### config.mk
export PLATFORM = sky130hd
export DESIGN_NAME = ctm_timer
export DESIGN_NICKNAME = d
export VERILOG_FILES = /design/src/pkg/ctm_pkg.sv /design/src/pkg/ctm_core_if.sv /design/src/verilog/ctm_clk_sel.sv /design/src/verilog/ctm_out_stage.sv /design/src/verilog/ctm_timer.sv
export SDC_FILE = /design/constraint.sdc
export NUM_CORES = 1
export LEC_CHECK = 0
export BUFFER_PORTS_ARGS = -buffer_cell sky130_fd_sc_hd__buf_4
export CAP_MARGIN = 0
export CORE_MARGIN = 2
export CORE_UTILIZATION = 57
export CTS_CLUSTER_DIAMETER = 100
export CTS_CLUSTER_SIZE = 28
export DETAILED_ROUTE_END_ITERATION = 7
export PLACE_DENSITY = 0.8
export SETUP_SLACK_MARGIN = 0.3
export SLEW_MARGIN = 10
export SYNTH_ARGS = -nofsm -noshare
export SYNTH_HDL_FRONTEND = slang
export SYNTH_SLANG_ARGS = --single-unit
### constraint.sdc
create_clock -name core_clk -period 7.45 [get_ports core_clk]
set_clock_uncertainty 0.2 [all_clocks]
set_input_delay 0.3725 -clock core_clk [delete_from_list [all_inputs] [get_ports core_clk]]
set_output_delay 0.3725 -clock core_clk [all_outputs]
set_load 0.03 [all_outputs]
### src/pkg/ctm_pkg.sv
package ctm_pkg;
  localparam int ADR_W = 8;
  localparam int DAT_W = 32;
  localparam int CNT_W = 10;
  localparam logic [7:0] ADR_CTL0 = 8'h00;
  localparam logic [7:0] ADR_CTL1 = 8'h04;
  localparam logic [7:0] ADR_CNTL = 8'h08;
  localparam logic [7:0] ADR_CNTH = 8'h0C;
  localparam logic [7:0] ADR_CAL = 8'h10;
  localparam logic [7:0] ADR_CAH = 8'h14;
  localparam logic [7:0] ADR_STAT = 8'h18;
  localparam logic [7:0] CTL0_RST = 8'h00;
  localparam logic [7:0] CTL1_RST = 8'h00;
  localparam logic [9:0] CNT_RST = 10'h000;
  localparam logic [9:0] CA_RST = 10'h000;
  localparam logic [7:0] BUF_RST = 8'h00;
  localparam logic [1:0] FLAG_RST = 2'h0;
  localparam int CTL0_PAU_B = 7;
  localparam int CTL0_CK_LSB = 4;
  localparam int CTL0_ON_B = 3;
  localparam int CTL0_RP_LSB = 0;
  localparam int CTL1_M_LSB = 6;
  localparam int CTL1_IO_LSB = 4;
  localparam int CTL1_OC_B = 3;
  localparam int CTL1_POL_B = 2;
  localparam int CTL1_DPX_B = 1;
  localparam int CTL1_CCLR_B = 0;
  localparam int STAT_A_B = 0;
  localparam int STAT_P_B = 1;
  localparam int P_LSB = 7;
  localparam int SYS_DIV = 4;
  localparam int HI_DIV_A = 16;
  localparam int HI_DIV_B = 64;
  localparam logic [2:0] CK_SYS4 = 3'h0;
  localparam logic [2:0] CK_SYS = 3'h1;
  localparam logic [2:0] CK_HI16 = 3'h2;
  localparam logic [2:0] CK_HI64 = 3'h3;
  localparam logic [2:0] CK_TBC = 3'h4;
  localparam logic [2:0] CK_NONE = 3'h5;
  localparam logic [2:0] CK_EXT_R = 3'h6;
  localparam logic [2:0] CK_EXT_F = 3'h7;
  localparam logic [1:0] IO_KEEP = 2'h0;
  localparam logic [1:0] IO_LOW = 2'h1;
  localparam logic [1:0] IO_HIGH = 2'h2;
  localparam logic [1:0] IO_TGL = 2'h3;
  typedef enum logic [1:0] {
    CTM_CMP = 2'h0,
    CTM_UNDEF = 2'h1,
    CTM_PWM = 2'h2,
    CTM_TMR = 2'h3
  } ctm_mode_e;
endpackage

### src/pkg/ctm_core_if.sv
`timescale 1ns/1ps
interface ctm_core_if;
  import ctm_pkg::*;
  logic [2:0] clk_sel;
  logic tick;
  ctm_mode_e mode;
  logic [1:0] io_fn;
  logic oc;
  logic pol;
  logic on_rise;
  logic a_evt;
  logic pwm_act;
  logic pin_a;
  logic pin_b;
  modport core(output clk_sel, mode, io_fn, oc, pol, on_rise, a_evt, pwm_act,
               input tick, pin_a, pin_b);
  modport clkgen(input clk_sel, output tick);
  modport outstage(input mode, io_fn, oc, pol, on_rise, a_evt, pwm_act,
                   output pin_a, pin_b);
endinterface

### src/verilog/ctm_clk_sel.sv
`timescale 1ns/1ps
module ctm_clk_sel (
  input logic core_clk,
  input logic rst,
  input logic external_clock_pin,
  input logic high_clock_tick,
  input logic time_base_tick,
  ctm_core_if.clkgen cif
);
  import ctm_pkg::*;
  logic ext_s1_q, ext_s2_q, ext_s3_q;
  logic [1:0] sys_q;
  logic [5:0] hi_q;
  logic tick_q;
  logic ext_r, ext_f, hi_a, hi_b;

  always_ff @(posedge core_clk or posedge rst) begin
    if (rst) begin
      ext_s1_q <= 1'b0;
      ext_s2_q <= 1'b0;
      ext_s3_q <= 1'b0;
    end else begin
      ext_s1_q <= external_clock_pin;
      ext_s2_q <= ext_s1_q;
      ext_s3_q <= ext_s2_q;
    end
  end
  assign ext_r = ext_s2_q & ~ext_s3_q;
  assign ext_f = ~ext_s2_q & ext_s3_q;

  always_ff @(posedge core_clk or posedge rst) begin
    if (rst) begin
      sys_q <= 2'h0;
      hi_q <= 6'h00;
    end else begin
      sys_q <= sys_q + 2'h1;
      if (high_clock_tick) begin
        hi_q <= hi_q + 6'h01;
      end
    end
  end
  assign hi_a = high_clock_tick && (hi_q[3:0] == 4'(HI_DIV_A - 1));
  assign hi_b = high_clock_tick && (hi_q == 6'(HI_DIV_B - 1));

  always_ff @(posedge core_clk or posedge rst) begin
    if (rst) begin
      tick_q <= 1'b0;
    end else begin
      case (cif.clk_sel)
        CK_SYS4: tick_q <= (sys_q == 2'(SYS_DIV - 1));
        CK_SYS: tick_q <= 1'b1;
        CK_HI16: tick_q <= hi_a;
        CK_HI64: tick_q <= hi_b;
        CK_TBC: tick_q <= time_base_tick;
        CK_EXT_R: tick_q <= ext_r;
        CK_EXT_F: tick_q <= ext_f;
        default: tick_q <= 1'b0;
      endcase
    end
  end
  assign cif.tick = tick_q;
endmodule

### src/verilog/ctm_out_stage.sv
`timescale 1ns/1ps
module ctm_out_stage (
  input logic core_clk,
  input logic rst,
  ctm_core_if.outstage cif
);
  import ctm_pkg::*;
  logic lvl_q, lvl_d;
  logic pin_a_q, pin_b_q;

  always_comb begin
    lvl_d = lvl_q;
    if (cif.mode == CTM_CMP) begin
      if (cif.on_rise) begin
        lvl_d = cif.oc;
      end else if (cif.a_evt) begin
        case (cif.io_fn)
          IO_LOW: lvl_d = 1'b0;
          IO_HIGH: lvl_d = 1'b1;
          IO_TGL: lvl_d = ~lvl_q;
          default: lvl_d = lvl_q;
        endcase
      end
    end else if (cif.mode == CTM_PWM) begin
      case (cif.io_fn)
        IO_KEEP: lvl_d = ~cif.oc;
        IO_LOW: lvl_d = cif.oc;
        IO_HIGH: lvl_d = cif.pwm_act ? cif.oc : ~cif.oc;
        default: lvl_d = lvl_q;
      endcase
    end
  end

  always_ff @(posedge core_clk or posedge rst) begin
    if (rst) begin
      lvl_q <= 1'b0;
      pin_a_q <= 1'b0;
      pin_b_q <= 1'b1;
    end else begin
      lvl_q <= lvl_d;
      // Pins frozen in timer mode so the pin may be reused elsewhere
      if (cif.mode == CTM_CMP || cif.mode == CTM_PWM) begin
        pin_a_q <= lvl_d ^ cif.pol;
        pin_b_q <= ~(lvl_d ^ cif.pol);
      end
    end
  end
  assign cif.pin_a = pin_a_q;
  assign cif.pin_b = pin_b_q;
endmodule

### src/verilog/ctm_timer.sv
`timescale 1ns/1ps
// Functional notes
// - Counter is 10 bits, read as a low byte and a two-bit high byte.
// - Compare-A is a 10-bit read/write value split into low and high bytes.
// - Upper six bits of both high bytes always read zero.
// - Pause freezes the counter; clearing pause resumes from the kept value.
// - Clock select picks sys/4, sys, high/16, high/64, time base or pin edge.
// - Reserved clock code gives no clock; counter stays still.
// - On rising clears the counter; on falling stops and keeps the value.
// - Compare mode: on rising returns output to the initial level.
// - Compare-P matches counter bits 9..7, periods 128 to 896.
// - Compare-P zero gives a 1024 period, cleared by overflow.
// - Mode: 00 compare output, 10 PWM, 11 timer, 01 undefined.
// - Compare A match: keep, drive low, drive high or toggle the pin.
// - Requesting the level already present shows no pin change.
// - PWM output field: force inactive, force active, or waveform.
// - Output level bit: initial level in compare, active level in PWM.
// - Invert bit flips the output pin, except in timer and undefined modes.
// - Period/duty bit swaps the roles of compare-P and compare-A.
// - Clear select: A match when set, P match or overflow when clear.
// - Compare-A low write buffered; high read latches low into buffer.
// - Counter clears on overflow or selected match and raises a flag, except on overflow with clear select set outside PWM.
module ctm_timer (
  input logic core_clk,
  input logic rst,
  input logic wb_cyc_i,
  input logic wb_stb_i,
  input logic wb_we_i,
  input logic [ctm_pkg::ADR_W-1:0] wb_adr_i,
  input logic [3:0] wb_sel_i,
  input logic [ctm_pkg::DAT_W-1:0] wb_dat_i,
  output logic [ctm_pkg::DAT_W-1:0] wb_dat_o,
  output logic wb_ack_o,
  input logic external_clock_pin,
  input logic high_clock_tick,
  input logic time_base_tick,
  output logic output_pin_a,
  output logic output_pin_b,
  output logic match_a_evt,
  output logic match_p_evt
);
  import ctm_pkg::*;

  function automatic logic hit(input logic [7:0] adr, input logic [7:0] ofs);
    return adr == ofs;
  endfunction

  logic [7:0] timer_control_0_q;
  logic [7:0] timer_control_1_q;
  logic [9:0] cnt_q, cnt_d;
  logic [9:0] compare_a_value_q;
  logic [7:0] ca_buf_q;
  logic [7:0] cnt_buf_q;
  logic [1:0] flag_q;
  logic on_prev_q;
  logic ack_q;
  logic [31:0] rdat_q;
  logic ma_q, mp_q;

  logic pause_ctl, module_on, output_level_ctl, output_invert;
  logic period_duty_select, clear_select;
  logic [2:0] compare_p_field;
  logic [1:0] output_function_field;
  ctm_mode_e mode_field;
  logic acc, wr, rd, on_rise, tick_en;
  logic [10:0] nxt;
  logic [9:0] p_end;
  logic [10:0] duty;
  logic p_hit, a_hit, clr, a_evt, p_evt;
  logic [1:0] flag_set, flag_clr;

  ctm_core_if cif();

  assign pause_ctl = timer_control_0_q[CTL0_PAU_B];
  assign module_on = timer_control_0_q[CTL0_ON_B];
  assign compare_p_field = timer_control_0_q[CTL0_RP_LSB +: 3];
  assign mode_field = ctm_mode_e'(timer_control_1_q[CTL1_M_LSB +: 2]);
  assign output_function_field = timer_control_1_q[CTL1_IO_LSB +: 2];
  assign output_level_ctl = timer_control_1_q[CTL1_OC_B];
  assign output_invert = timer_control_1_q[CTL1_POL_B];
  assign period_duty_select = timer_control_1_q[CTL1_DPX_B];
  assign clear_select = timer_control_1_q[CTL1_CCLR_B];

  // Bus decode; ack_q blocks a second take of the same request
  assign acc = wb_cyc_i & wb_stb_i & ~ack_q;
  assign wr = acc & wb_we_i & wb_sel_i[0];
  assign rd = acc & ~wb_we_i;

  assign on_rise = module_on & ~on_prev_q;
  assign tick_en = module_on & ~pause_ctl & cif.tick & ~on_rise;

  always_comb begin
    nxt = {1'b0, cnt_q} + 11'h001;
    p_end = {compare_p_field, 7'h00};
    // Compare-P zero only matches at the wrap past full scale
    p_hit = (compare_p_field != 3'h0) ? (nxt[9:0] == p_end) : nxt[10];
    a_hit = (compare_a_value_q != CA_RST) && (nxt[9:0] == compare_a_value_q);
    if (mode_field == CTM_PWM) begin
      clr = period_duty_select ? a_hit : p_hit;
      p_evt = p_hit;
    end else begin
      clr = clear_select ? a_hit : p_hit;
      p_evt = ~clear_select & p_hit;
    end
    a_evt = a_hit;
  end

  always_comb begin
    if (period_duty_select) begin
      duty = (compare_p_field == 3'h0) ? 11'h400 : {1'b0, p_end};
    end else begin
      duty = {1'b0, compare_a_value_q};
    end
  end

  always_comb begin
    cnt_d = cnt_q;
    if (on_rise) begin
      cnt_d = CNT_RST;
    end else if (tick_en) begin
      cnt_d = clr ? CNT_RST : nxt[9:0];
    end
  end

  always_ff @(posedge core_clk or posedge rst) begin
    if (rst) begin
      cnt_q <= CNT_RST;
      on_prev_q <= 1'b0;
    end else begin
      cnt_q <= cnt_d;
      on_prev_q <= module_on;
    end
  end

  always_ff @(posedge core_clk or posedge rst) begin
    if (rst) begin
      timer_control_0_q <= CTL0_RST;
      timer_control_1_q <= CTL1_RST;
    end else begin
      if (wr && hit(wb_adr_i, ADR_CTL0)) begin
        timer_control_0_q <= wb_dat_i[7:0];
      end
      if (wr && hit(wb_adr_i, ADR_CTL1)) begin
        timer_control_1_q <= wb_dat_i[7:0];
      end
    end
  end

  // Low bytes pass through a buffer so a 10-bit value moves as one unit
  always_ff @(posedge core_clk or posedge rst) begin
    if (rst) begin
      compare_a_value_q <= CA_RST;
      ca_buf_q <= BUF_RST;
      cnt_buf_q <= BUF_RST;
    end else begin
      if (wr && hit(wb_adr_i, ADR_CAL)) begin
        ca_buf_q <= wb_dat_i[7:0];
      end else if (rd && hit(wb_adr_i, ADR_CAH)) begin
        ca_buf_q <= compare_a_value_q[7:0];
      end
      if (wr && hit(wb_adr_i, ADR_CAH)) begin
        compare_a_value_q <= {wb_dat_i[1:0], ca_buf_q};
      end
      if (rd && hit(wb_adr_i, ADR_CNTH)) begin
        cnt_buf_q <= cnt_q[7:0];
      end
    end
  end

  assign flag_set = {tick_en & p_evt, tick_en & a_evt};
  assign flag_clr = (wr && hit(wb_adr_i, ADR_STAT)) ? wb_dat_i[1:0] : 2'h0;

  // Write one clears; a flag raised in the same cycle survives
  always_ff @(posedge core_clk or posedge rst) begin
    if (rst) begin
      flag_q <= FLAG_RST;
      ma_q <= 1'b0;
      mp_q <= 1'b0;
    end else begin
      flag_q <= (flag_q & ~flag_clr) | flag_set;
      ma_q <= flag_set[STAT_A_B];
      mp_q <= flag_set[STAT_P_B];
    end
  end

  always_ff @(posedge core_clk or posedge rst) begin
    if (rst) begin
      ack_q <= 1'b0;
      rdat_q <= 32'h0000_0000;
    end else begin
      ack_q <= acc;
      if (rd) begin
        case (wb_adr_i)
          ADR_CTL0: rdat_q <= {24'h000000, timer_control_0_q};
          ADR_CTL1: rdat_q <= {24'h000000, timer_control_1_q};
          ADR_CNTL: rdat_q <= {24'h000000, cnt_buf_q};
          ADR_CNTH: rdat_q <= {30'h0000_0000, cnt_q[9:8]};
          ADR_CAL: rdat_q <= {24'h000000, ca_buf_q};
          ADR_CAH: rdat_q <= {30'h0000_0000, compare_a_value_q[9:8]};
          ADR_STAT: rdat_q <= {30'h0000_0000, flag_q};
          default: rdat_q <= 32'h0000_0000;
        endcase
      end
    end
  end

  assign cif.clk_sel = timer_control_0_q[CTL0_CK_LSB +: 3];
  assign cif.mode = mode_field;
  assign cif.io_fn = output_function_field;
  assign cif.oc = output_level_ctl;
  assign cif.pol = output_invert;
  assign cif.on_rise = on_rise;
  assign cif.a_evt = tick_en & a_evt;
  assign cif.pwm_act = {1'b0, cnt_q} < duty;

  ctm_clk_sel u_clk_sel (
    .core_clk(core_clk),
    .rst(rst),
    .external_clock_pin(external_clock_pin),
    .high_clock_tick(high_clock_tick),
    .time_base_tick(time_base_tick),
    .cif(cif.clkgen)
  );

  ctm_out_stage u_out_stage (
    .core_clk(core_clk),
    .rst(rst),
    .cif(cif.outstage)
  );

  assign wb_ack_o = ack_q;
  assign wb_dat_o = rdat_q;
  assign output_pin_a = cif.pin_a;
  assign output_pin_b = cif.pin_b;
  assign match_a_evt = ma_q;
  assign match_p_evt = mp_q;
endmodule
Yosys cells after proc, flatten, opt, wreduce, memory -nomap -nowiden:

Cells that the tools add are included.

* bits in registers: 105
* latch bits: 0
* memory bits (writable): 0
* memory bits (read-only): 0
* input port bits: 52
* output and inout bits: 37
* word-level logic and storage cells: 117
* memories kept: 0

* add/subtract/negate cells: 3
* multipliers: 0
* div/mod/pow operators: 0
* order comparisons: 1
* eq/ne operators: 21
* shifts and indexed selects: 0
* muxes and demuxes: 22
* bitwise logic cells: 29
* reductions and logical operators: 20

Operators by type and width (count)
* 8-bit case mux with 7 select lines: 1
* 10-bit 2-to-1 mux: 3
* 8-bit by 5-bit == test with 1-bit output, second input constant: 3
* 11-bit 2-to-1 mux: 2
* 10-bit == test: 2
* 8-bit by 4-bit == test with 1-bit output, second input constant: 2
* 8-bit 2-to-1 mux: 2
* 1-bit bitwise AND: 14
* 10-bit by 1-bit adder with 11-bit output, second input constant: 1
* 10-bit by 11-bit less-than comparator with 1-bit output: 1
* 1-bit inverter: 11
* 1-bit logical AND: 10
* 1-bit 2-to-1 mux: 10
* 10-bit nonzero test: 1
* 3-bit == test, second input constant: 3
* 2-bit == test, second input constant: 4
* 8-bit by 3-bit == test with 1-bit output, second input constant: 1
* 8-bit zero test: 1
* 1-bit case mux with 7 select lines: 1
* 6-bit by 1-bit adder with 6-bit output, second input constant: 1
* 3-bit by 2-bit == test with 1-bit output, second input constant: 2
* 6-bit == test, second input constant: 1
* 3-bit zero test: 2
* 1-bit case mux with 3 select lines: 2
* other kinds (13): 15

Longest topological paths before layout:

* depth after elaboration: 10
* gate-level depth with buffers: 12
* mapped depth without buffers: 9

Cells and area by module:

From an unflattened synthesis, not the netlist that was laid out.

* cell total of the unflattened synthesis: 467
* area, all modules: 4740.8 µm²

Modules (own cells, without submodules)
* ctm_timer: times used 1, cells each 405, area each 4037.6 µm², seq. area each 1651.6 µm²
* ctm_clk_sel: times used 1, cells each 36, area each 474.2 µm², seq. area each 300.3 µm²
* ctm_out_stage: times used 1, cells each 26, area each 229.0 µm², seq. area each 76.3 µm²

Worst setup path before layout:

Ideal clock, no wire load.

* path type: flip-flop to flip-flop
* from: register cnt_q[0]
* to: register u_out_stage.pin_a_q (netlist: u_out_stage.cif.pin_a)
* setup time: 0.123 ns
* arrival: 2.822 ns
* data required time: 7.127 ns
* path slack: 4.305 ns
* cell stages (with the launch flop): 12
* path buffers: 2
* period minus slack after synthesis: 3.145 ns
* cells stage by stage: dfrtp_1 ha_1 buf_6 and3_4 buf_6 and3_1 or4_4 nor4b_4 nand4b_1 mux2i_1 mux2_1 o221a_2

* cells in the longest elaborated chain, start to end: 8
* elaborated cells on any way between the ends: 12
* classes of those cells: 1 x add/sub; 1 x order compare; 1 x eq/ne; 6 x mux; 2 x bitwise; 1 x reduce/logical

Ends and longest elaborated chain
* start: declaration: RTL line ctm_timer.sv:50 `logic [9:0] cnt_q, cnt_d;`
* start signal: assignment: RTL line ctm_timer.sv:130 `cnt_q <= cnt_d;`
* 10-bit by 1-bit adder with 11-bit output: RTL line ctm_timer.sv:93 `nxt = {1'b0, cnt_q} + 11'h001;`
* 10-bit == test: RTL line ctm_timer.sv:97 `a_hit = (compare_a_value_q != CA_RST) && (nxt[9:0] == compare_a_value_q);`
* 1-bit logical AND: RTL line ctm_timer.sv:97
* 1-bit bitwise AND: RTL line ctm_timer.sv:213 `assign cif.a_evt = tick_en & a_evt;`
* 1-bit 2-to-1 mux: RTL line ctm_out_stage.sv:16 `end else if (cif.a_evt) begin`
* 1-bit 2-to-1 mux: RTL line ctm_out_stage.sv:14 `if (cif.on_rise) begin`
* 1-bit 2-to-1 mux *: RTL line ctm_out_stage.sv:13 `if (cif.mode == CTM_CMP) begin`
* 1-bit XOR *: RTL line ctm_out_stage.sv:43 `pin_a_q <= lvl_d ^ cif.pol;`
* end signal: assignment: RTL line ctm_out_stage.sv:43
* end: declaration: RTL line ctm_out_stage.sv:9 `logic pin_a_q, pin_b_q;`

Every way passes the cells marked *; elsewhere a longest branch is shown, timed or not.
A chain may end at the register's enable or synchronous reset.

Final worst setup path:

Ends and elaborated chain as after synthesis.

==> qor_table.md <==
| Item | Reported |
| --- | --- |
| Unrepaired setup endpoints after global routing | no |
| Sequential cell fraction of total power | 54.4% |
| Arrival time worst endpoint | 3490 ps |
| F_max | 0.291 GHz |
| Cells after Synth | 460 |
| Chip Height | 94.2 um |
| Final-report hold violation count | 0 |
| I/O pins | 89 |
| Number of failing setup endpoints in the final timing report | 0 |
| CP max FO | 8 |
| Reg-to-reg endpoint | u_out_stage.cif.pin_a$_DFFE_PP0P_ |
| Post-route fraction of the period consumed by the critical path | 46.2% |
| Crit path launch type | flop |
| Post-synthesis cell area | 4630 sq um |
| Min-Delay Startpoint | high_clock_tick |
| Worst-margin pin slew | 1030 ps |
| Clock sinks | 81 |
| Maximum buffer depth of the clock tree | 2 |
| Clock network latency to the later pin of the worst-skew pair | 370 ps |
| Clock H-tree levels | 3 |
| Clock network fraction of design power | 34.7% |
| Number of nets still failing antenna checks after routing | 0 |
| Terminating pin of the worst hold path | u_clk_sel.hi_q[0]$_DFFE_PP0P_ |
| Total vias in the final route | 3627 |
| Worst-case register-to-register setup slack | 4010 ps |
| Max-slew violation count | 0 |
| Post-synth cell types | 59 |
| WL per Instance | 17.7 um |
| Element type at the critical path end | flop |
| Starting density of the core | 59.3% |
| Shortest clock period the worst path allows after layout | 3440 ps |
| Setup WS pre-CTS | 4060 ps |
| Fin nets | 552 |
| Kind of path behind the tightest hold check | input pin to flop |
| CTS tree | yes |
| Avg Synthesized Cell Area | 10.1 sq um |
| Proportion of synthesized chip area in sequential cells | 43.8% |
| Register-to-Register Path Depth | 9 |
| Via density per instance | 6.10 |
| Port Buffer Count | 37 |
| Net switching share of the total power | 28.4% |
| Overall routing resource usage | 25.3% |
| Proportion of power drawn by combinational gates | 10.9% |
| DPL Wire Length | 7.56 mm |
| Global-route congestion overflow total | 0 |
| Setup TNS after final layout | 0 ps |
| Commonest register cell after synthesis | sky130_fd_sc_hd__dfrtp_1 |
| Core utilization of the finished layout | 64.6% |
| Outcome | completed |
| PwrDens | 176 nW/um^2 |
| Horiz. Die Dim | 94.2 um |
| Detailed Route WL | 10.5 mm |
| Number of antenna violations at the first check in global routing | 0 |
| Buffer type at the clock tree root | sky130_fd_sc_hd__clkbuf_8 |
| TritonCTS Buffers | 9 |
| Max-cap violations | 0 |
| Yosys synthesis warning count | 0 |
| Largest net degree at the start of global routing | 82 |
| Layout-stage area growth over the synthesis result | 8.91% |
| Overall power of the completed layout | 890 uW |
| Antenna diodes | 0 |
| Final Wtd Congestion | 0.920 |
| Rows | 32 |
| Worst IR drop on VDD | 0.193 mV |
| Async set or reset register ratio after synthesis | 100% |
| Clock transition at the registers of the reported paths | 90 ps |
| First-pass detailed-route iteration total | 5 |
| Drc violations | 0 |
| Net Switching | 253 uW |
| Data required time of the critical path | 7500 ps |
| Setup Buffers After CTS | 0 |
| Final setup margin | 4010 ps |
| DIE AREA | 8870 sq um |
| Remaining max-slew budget at the tightest pin | 30.6% |
| Floorplan Core Area | 7810 sq um |
| Number of cells on the worst hold path | 2 |
| Seq cells post-synth | 81 |
| Worst r2r src | cnt_q[0]$_DFFE_PP0P_ |
| Layout cells sized above 1 | 20.1% |
| Internal power contribution | 637 uW |
| First-pass GRT wire length | 16.9 mm |
| Number of synthesized flops with an enable pin | 0 |
| Via count of the first global-routing pass | 3400 |
| Iter 0 DRT Violations | 383 |
| Leakage | 2.39 nW |
| Category of the most critical setup path | flop to flop |
[cells by family (layout without fill, tap and decap cells)]
logic type	count (synthesis)	in the layout	synth area share, %
mux	49	49	11.5
simple gates	146	146	16.7
buf+inv	56	66	7.08
flops	81	81	43.8
xor+xnor	23	23	4.35
other cells	1	24	0.0809
compound gates	92	92	13.3
fa+ha+maj	12	12	3.24
[Yosys cell counts (2+ instances only)]
cell	n	area [sq um]
sky130_fd_sc_hd__or3_1	4	25.0
sky130_fd_sc_hd__nor2_1	17	63.8
sky130_fd_sc_hd__nor2b_1	4	25.0
sky130_fd_sc_hd__nand2_1	49	184
sky130_fd_sc_hd__nand3_1	11	55.1
sky130_fd_sc_hd__nor4_1	5	31.3
sky130_fd_sc_hd__a31oi_1	8	50.1
sky130_fd_sc_hd__a31o_2	2	17.5
sky130_fd_sc_hd__nand4_1	7	43.8
sky130_fd_sc_hd__xor2_1	7	61.3
sky130_fd_sc_hd__nor3b_1	4	30.0
sky130_fd_sc_hd__buf_6	3	33.8
sky130_fd_sc_hd__buf_1	3	11.3
sky130_fd_sc_hd__mux2_2	33	372
sky130_fd_sc_hd__buf_2	4	20.0
sky130_fd_sc_hd__ha_1	12	150
sky130_fd_sc_hd__o31ai_1	3	22.5
sky130_fd_sc_hd__inv_1	10	37.5
sky130_fd_sc_hd__a21oi_1	18	90.1
sky130_fd_sc_hd__a222oi_1	7	70.1
sky130_fd_sc_hd__and4b_1	2	20.0
sky130_fd_sc_hd__o21ai_0	26	130
sky130_fd_sc_hd__nand2b_1	15	93.8
sky130_fd_sc_hd__dfrtp_1	80	2000
sky130_fd_sc_hd__o211ai_1	3	22.5
sky130_fd_sc_hd__a22oi_1	2	15.0
sky130_fd_sc_hd__xnor2_1	16	140
sky130_fd_sc_hd__a22o_1	9	78.8
sky130_fd_sc_hd__mux2i_1	15	150
sky130_fd_sc_hd__nor3_1	9	45.0
sky130_fd_sc_hd__buf_4	24	180
sky130_fd_sc_hd__clkbuf_1	12	45.0
sky130_fd_sc_hd__and2_1	4	25.0
sky130_fd_sc_hd__or2_2	2	12.5
sky130_fd_sc_hd__and3_1	6	37.5
[power groups by stage]
stage | Clock, mW | Combinational, mW | Sequential [mW]
floorplan | 0 | 0.0742 | 0.495
finish | 0.309 | 0.0973 | 0.484
global route | 0.332 | 0.110 | 0.488
CTS | 0.312 | 0.0985 | 0.484
detailed placement | 0 | 0.0978 | 0.493
global placement | 0 | 0.0941 | 0.492
[cell usage in the layout (no fill, tap or decap), types with 2 or more instances in the layout]
master                     count
sky130_fd_sc_hd__and4b_1       2
sky130_fd_sc_hd__a21oi_1      18
sky130_fd_sc_hd__nand4_1       7
sky130_fd_sc_hd__or2_2         2
sky130_fd_sc_hd__o31ai_1       3
sky130_fd_sc_hd__buf_4        39
sky130_fd_sc_hd__mux2_2       33
sky130_fd_sc_hd__nor4_1        5
sky130_fd_sc_hd__and2_1        4
sky130_fd_sc_hd__nand2_1      49
sky130_fd_sc_hd__nand2b_1     15
sky130_fd_sc_hd__xor2_1        7
sky130_fd_sc_hd__conb_1       24
sky130_fd_sc_hd__inv_6         3
sky130_fd_sc_hd__clkinv_2      2
sky130_fd_sc_hd__o21ai_0      26
sky130_fd_sc_hd__dfrtp_1      80
sky130_fd_sc_hd__or3_1         4
sky130_fd_sc_hd__a222oi_1      7
sky130_fd_sc_hd__nor3_1        9
sky130_fd_sc_hd__nor2b_1       4
sky130_fd_sc_hd__o211ai_1      3
sky130_fd_sc_hd__a31oi_1       8
sky130_fd_sc_hd__mux2i_1      15
sky130_fd_sc_hd__a22o_1        9
sky130_fd_sc_hd__nor3b_1       4
sky130_fd_sc_hd__a22oi_1       2
sky130_fd_sc_hd__nand3_1      11
sky130_fd_sc_hd__ha_1         12
sky130_fd_sc_hd__a31o_2        2
sky130_fd_sc_hd__and3_1        6
sky130_fd_sc_hd__inv_1         9
sky130_fd_sc_hd__nor2_1       17
sky130_fd_sc_hd__clkbuf_8     10
sky130_fd_sc_hd__xnor2_1      16
[metrics by stage]
step	hold slack [ps]	cell area, sq um	std cells
finish	18.1	5050	595
CTS	6.82	5050	595
global route	10.9	5050	595
global placement	135	4850	578
detailed placement	137	4850	578
floorplan	131	4720	483
[how the worst max path moves through the flow]
stage,from,slack (ps),end,depth (start not counted)
finish,cnt_q[0]$_DFFE_PP0P_,4010,u_out_stage.cif.pin_a$_DFFE_PP0P_,9
global placement,wb_adr_i[5],4100,timer_control_0_q[5]$_DFFE_PP0P_,6
CTS,cnt_q[0]$_DFFE_PP0P_,4030,u_out_stage.cif.pin_a$_DFFE_PP0P_,9
floorplan,cnt_q[0]$_DFFE_PP0P_,4310,u_out_stage.cif.pin_a$_DFFE_PP0P_,11
global route,cnt_q[0]$_DFFE_PP0P_,3740,u_out_stage.cif.pin_a$_DFFE_PP0P_,9
detailed placement,cnt_q[0]$_DFFE_PP0P_,4060,u_out_stage.cif.pin_a$_DFFE_PP0P_,9
[layout make-up]
class	count	area (sq um)
flip-flops and latches	81	2030
multi-input cells	346	2360
inverters	10	38.8
well taps	102	128
clock buffers	10	138
fillers	613	2760
clock inverters	6	47.5
repair buffers	40	303
[worst max-delay path: stages (launching register included)]
cell	delay (ps)
sky130_fd_sc_hd__dfrtp_1	520
sky130_fd_sc_hd__ha_1	360
sky130_fd_sc_hd__and3_4	270
sky130_fd_sc_hd__a21oi_1	70
sky130_fd_sc_hd__or4_4	550
sky130_fd_sc_hd__nor4b_4	290
sky130_fd_sc_hd__nand4b_1	260
sky130_fd_sc_hd__mux2i_1	310
sky130_fd_sc_hd__mux2_1	370
sky130_fd_sc_hd__o221a_2	130
[flip-flops by register name (all words and copies together) (netlist names), 2 cells and up]
signal             count
flag_q                 2
cnt_buf_q              8
timer_control_1_q      8
compare_a_value_q     10
cnt_q                 10
ca_buf_q               8
wb_dat_o               8
u_clk_sel.sys_q        2
timer_control_0_q      8
u_clk_sel.hi_q         6
[what timing repair did]
| item | CTS | global route |
|---|---|---|
| endpoints found under the hold margin | 1 | 0 |
| gates resized for setup | 0 | 0 |
| hold buffers | 1 | 0 |
[routing by layer]
metal / up-vias / global-route usage (%) / wire length, um
met2: 142 / 38.8 / 4910
met1: 1784 / 35.3 / 4620
met3: 31 / 5.06 / 693
li1: 1670 / - / -
met4: 0 / 9.78 / 306
met5: - / 0 / 0
No activity file was read; power rests on OpenSTA's default activity.
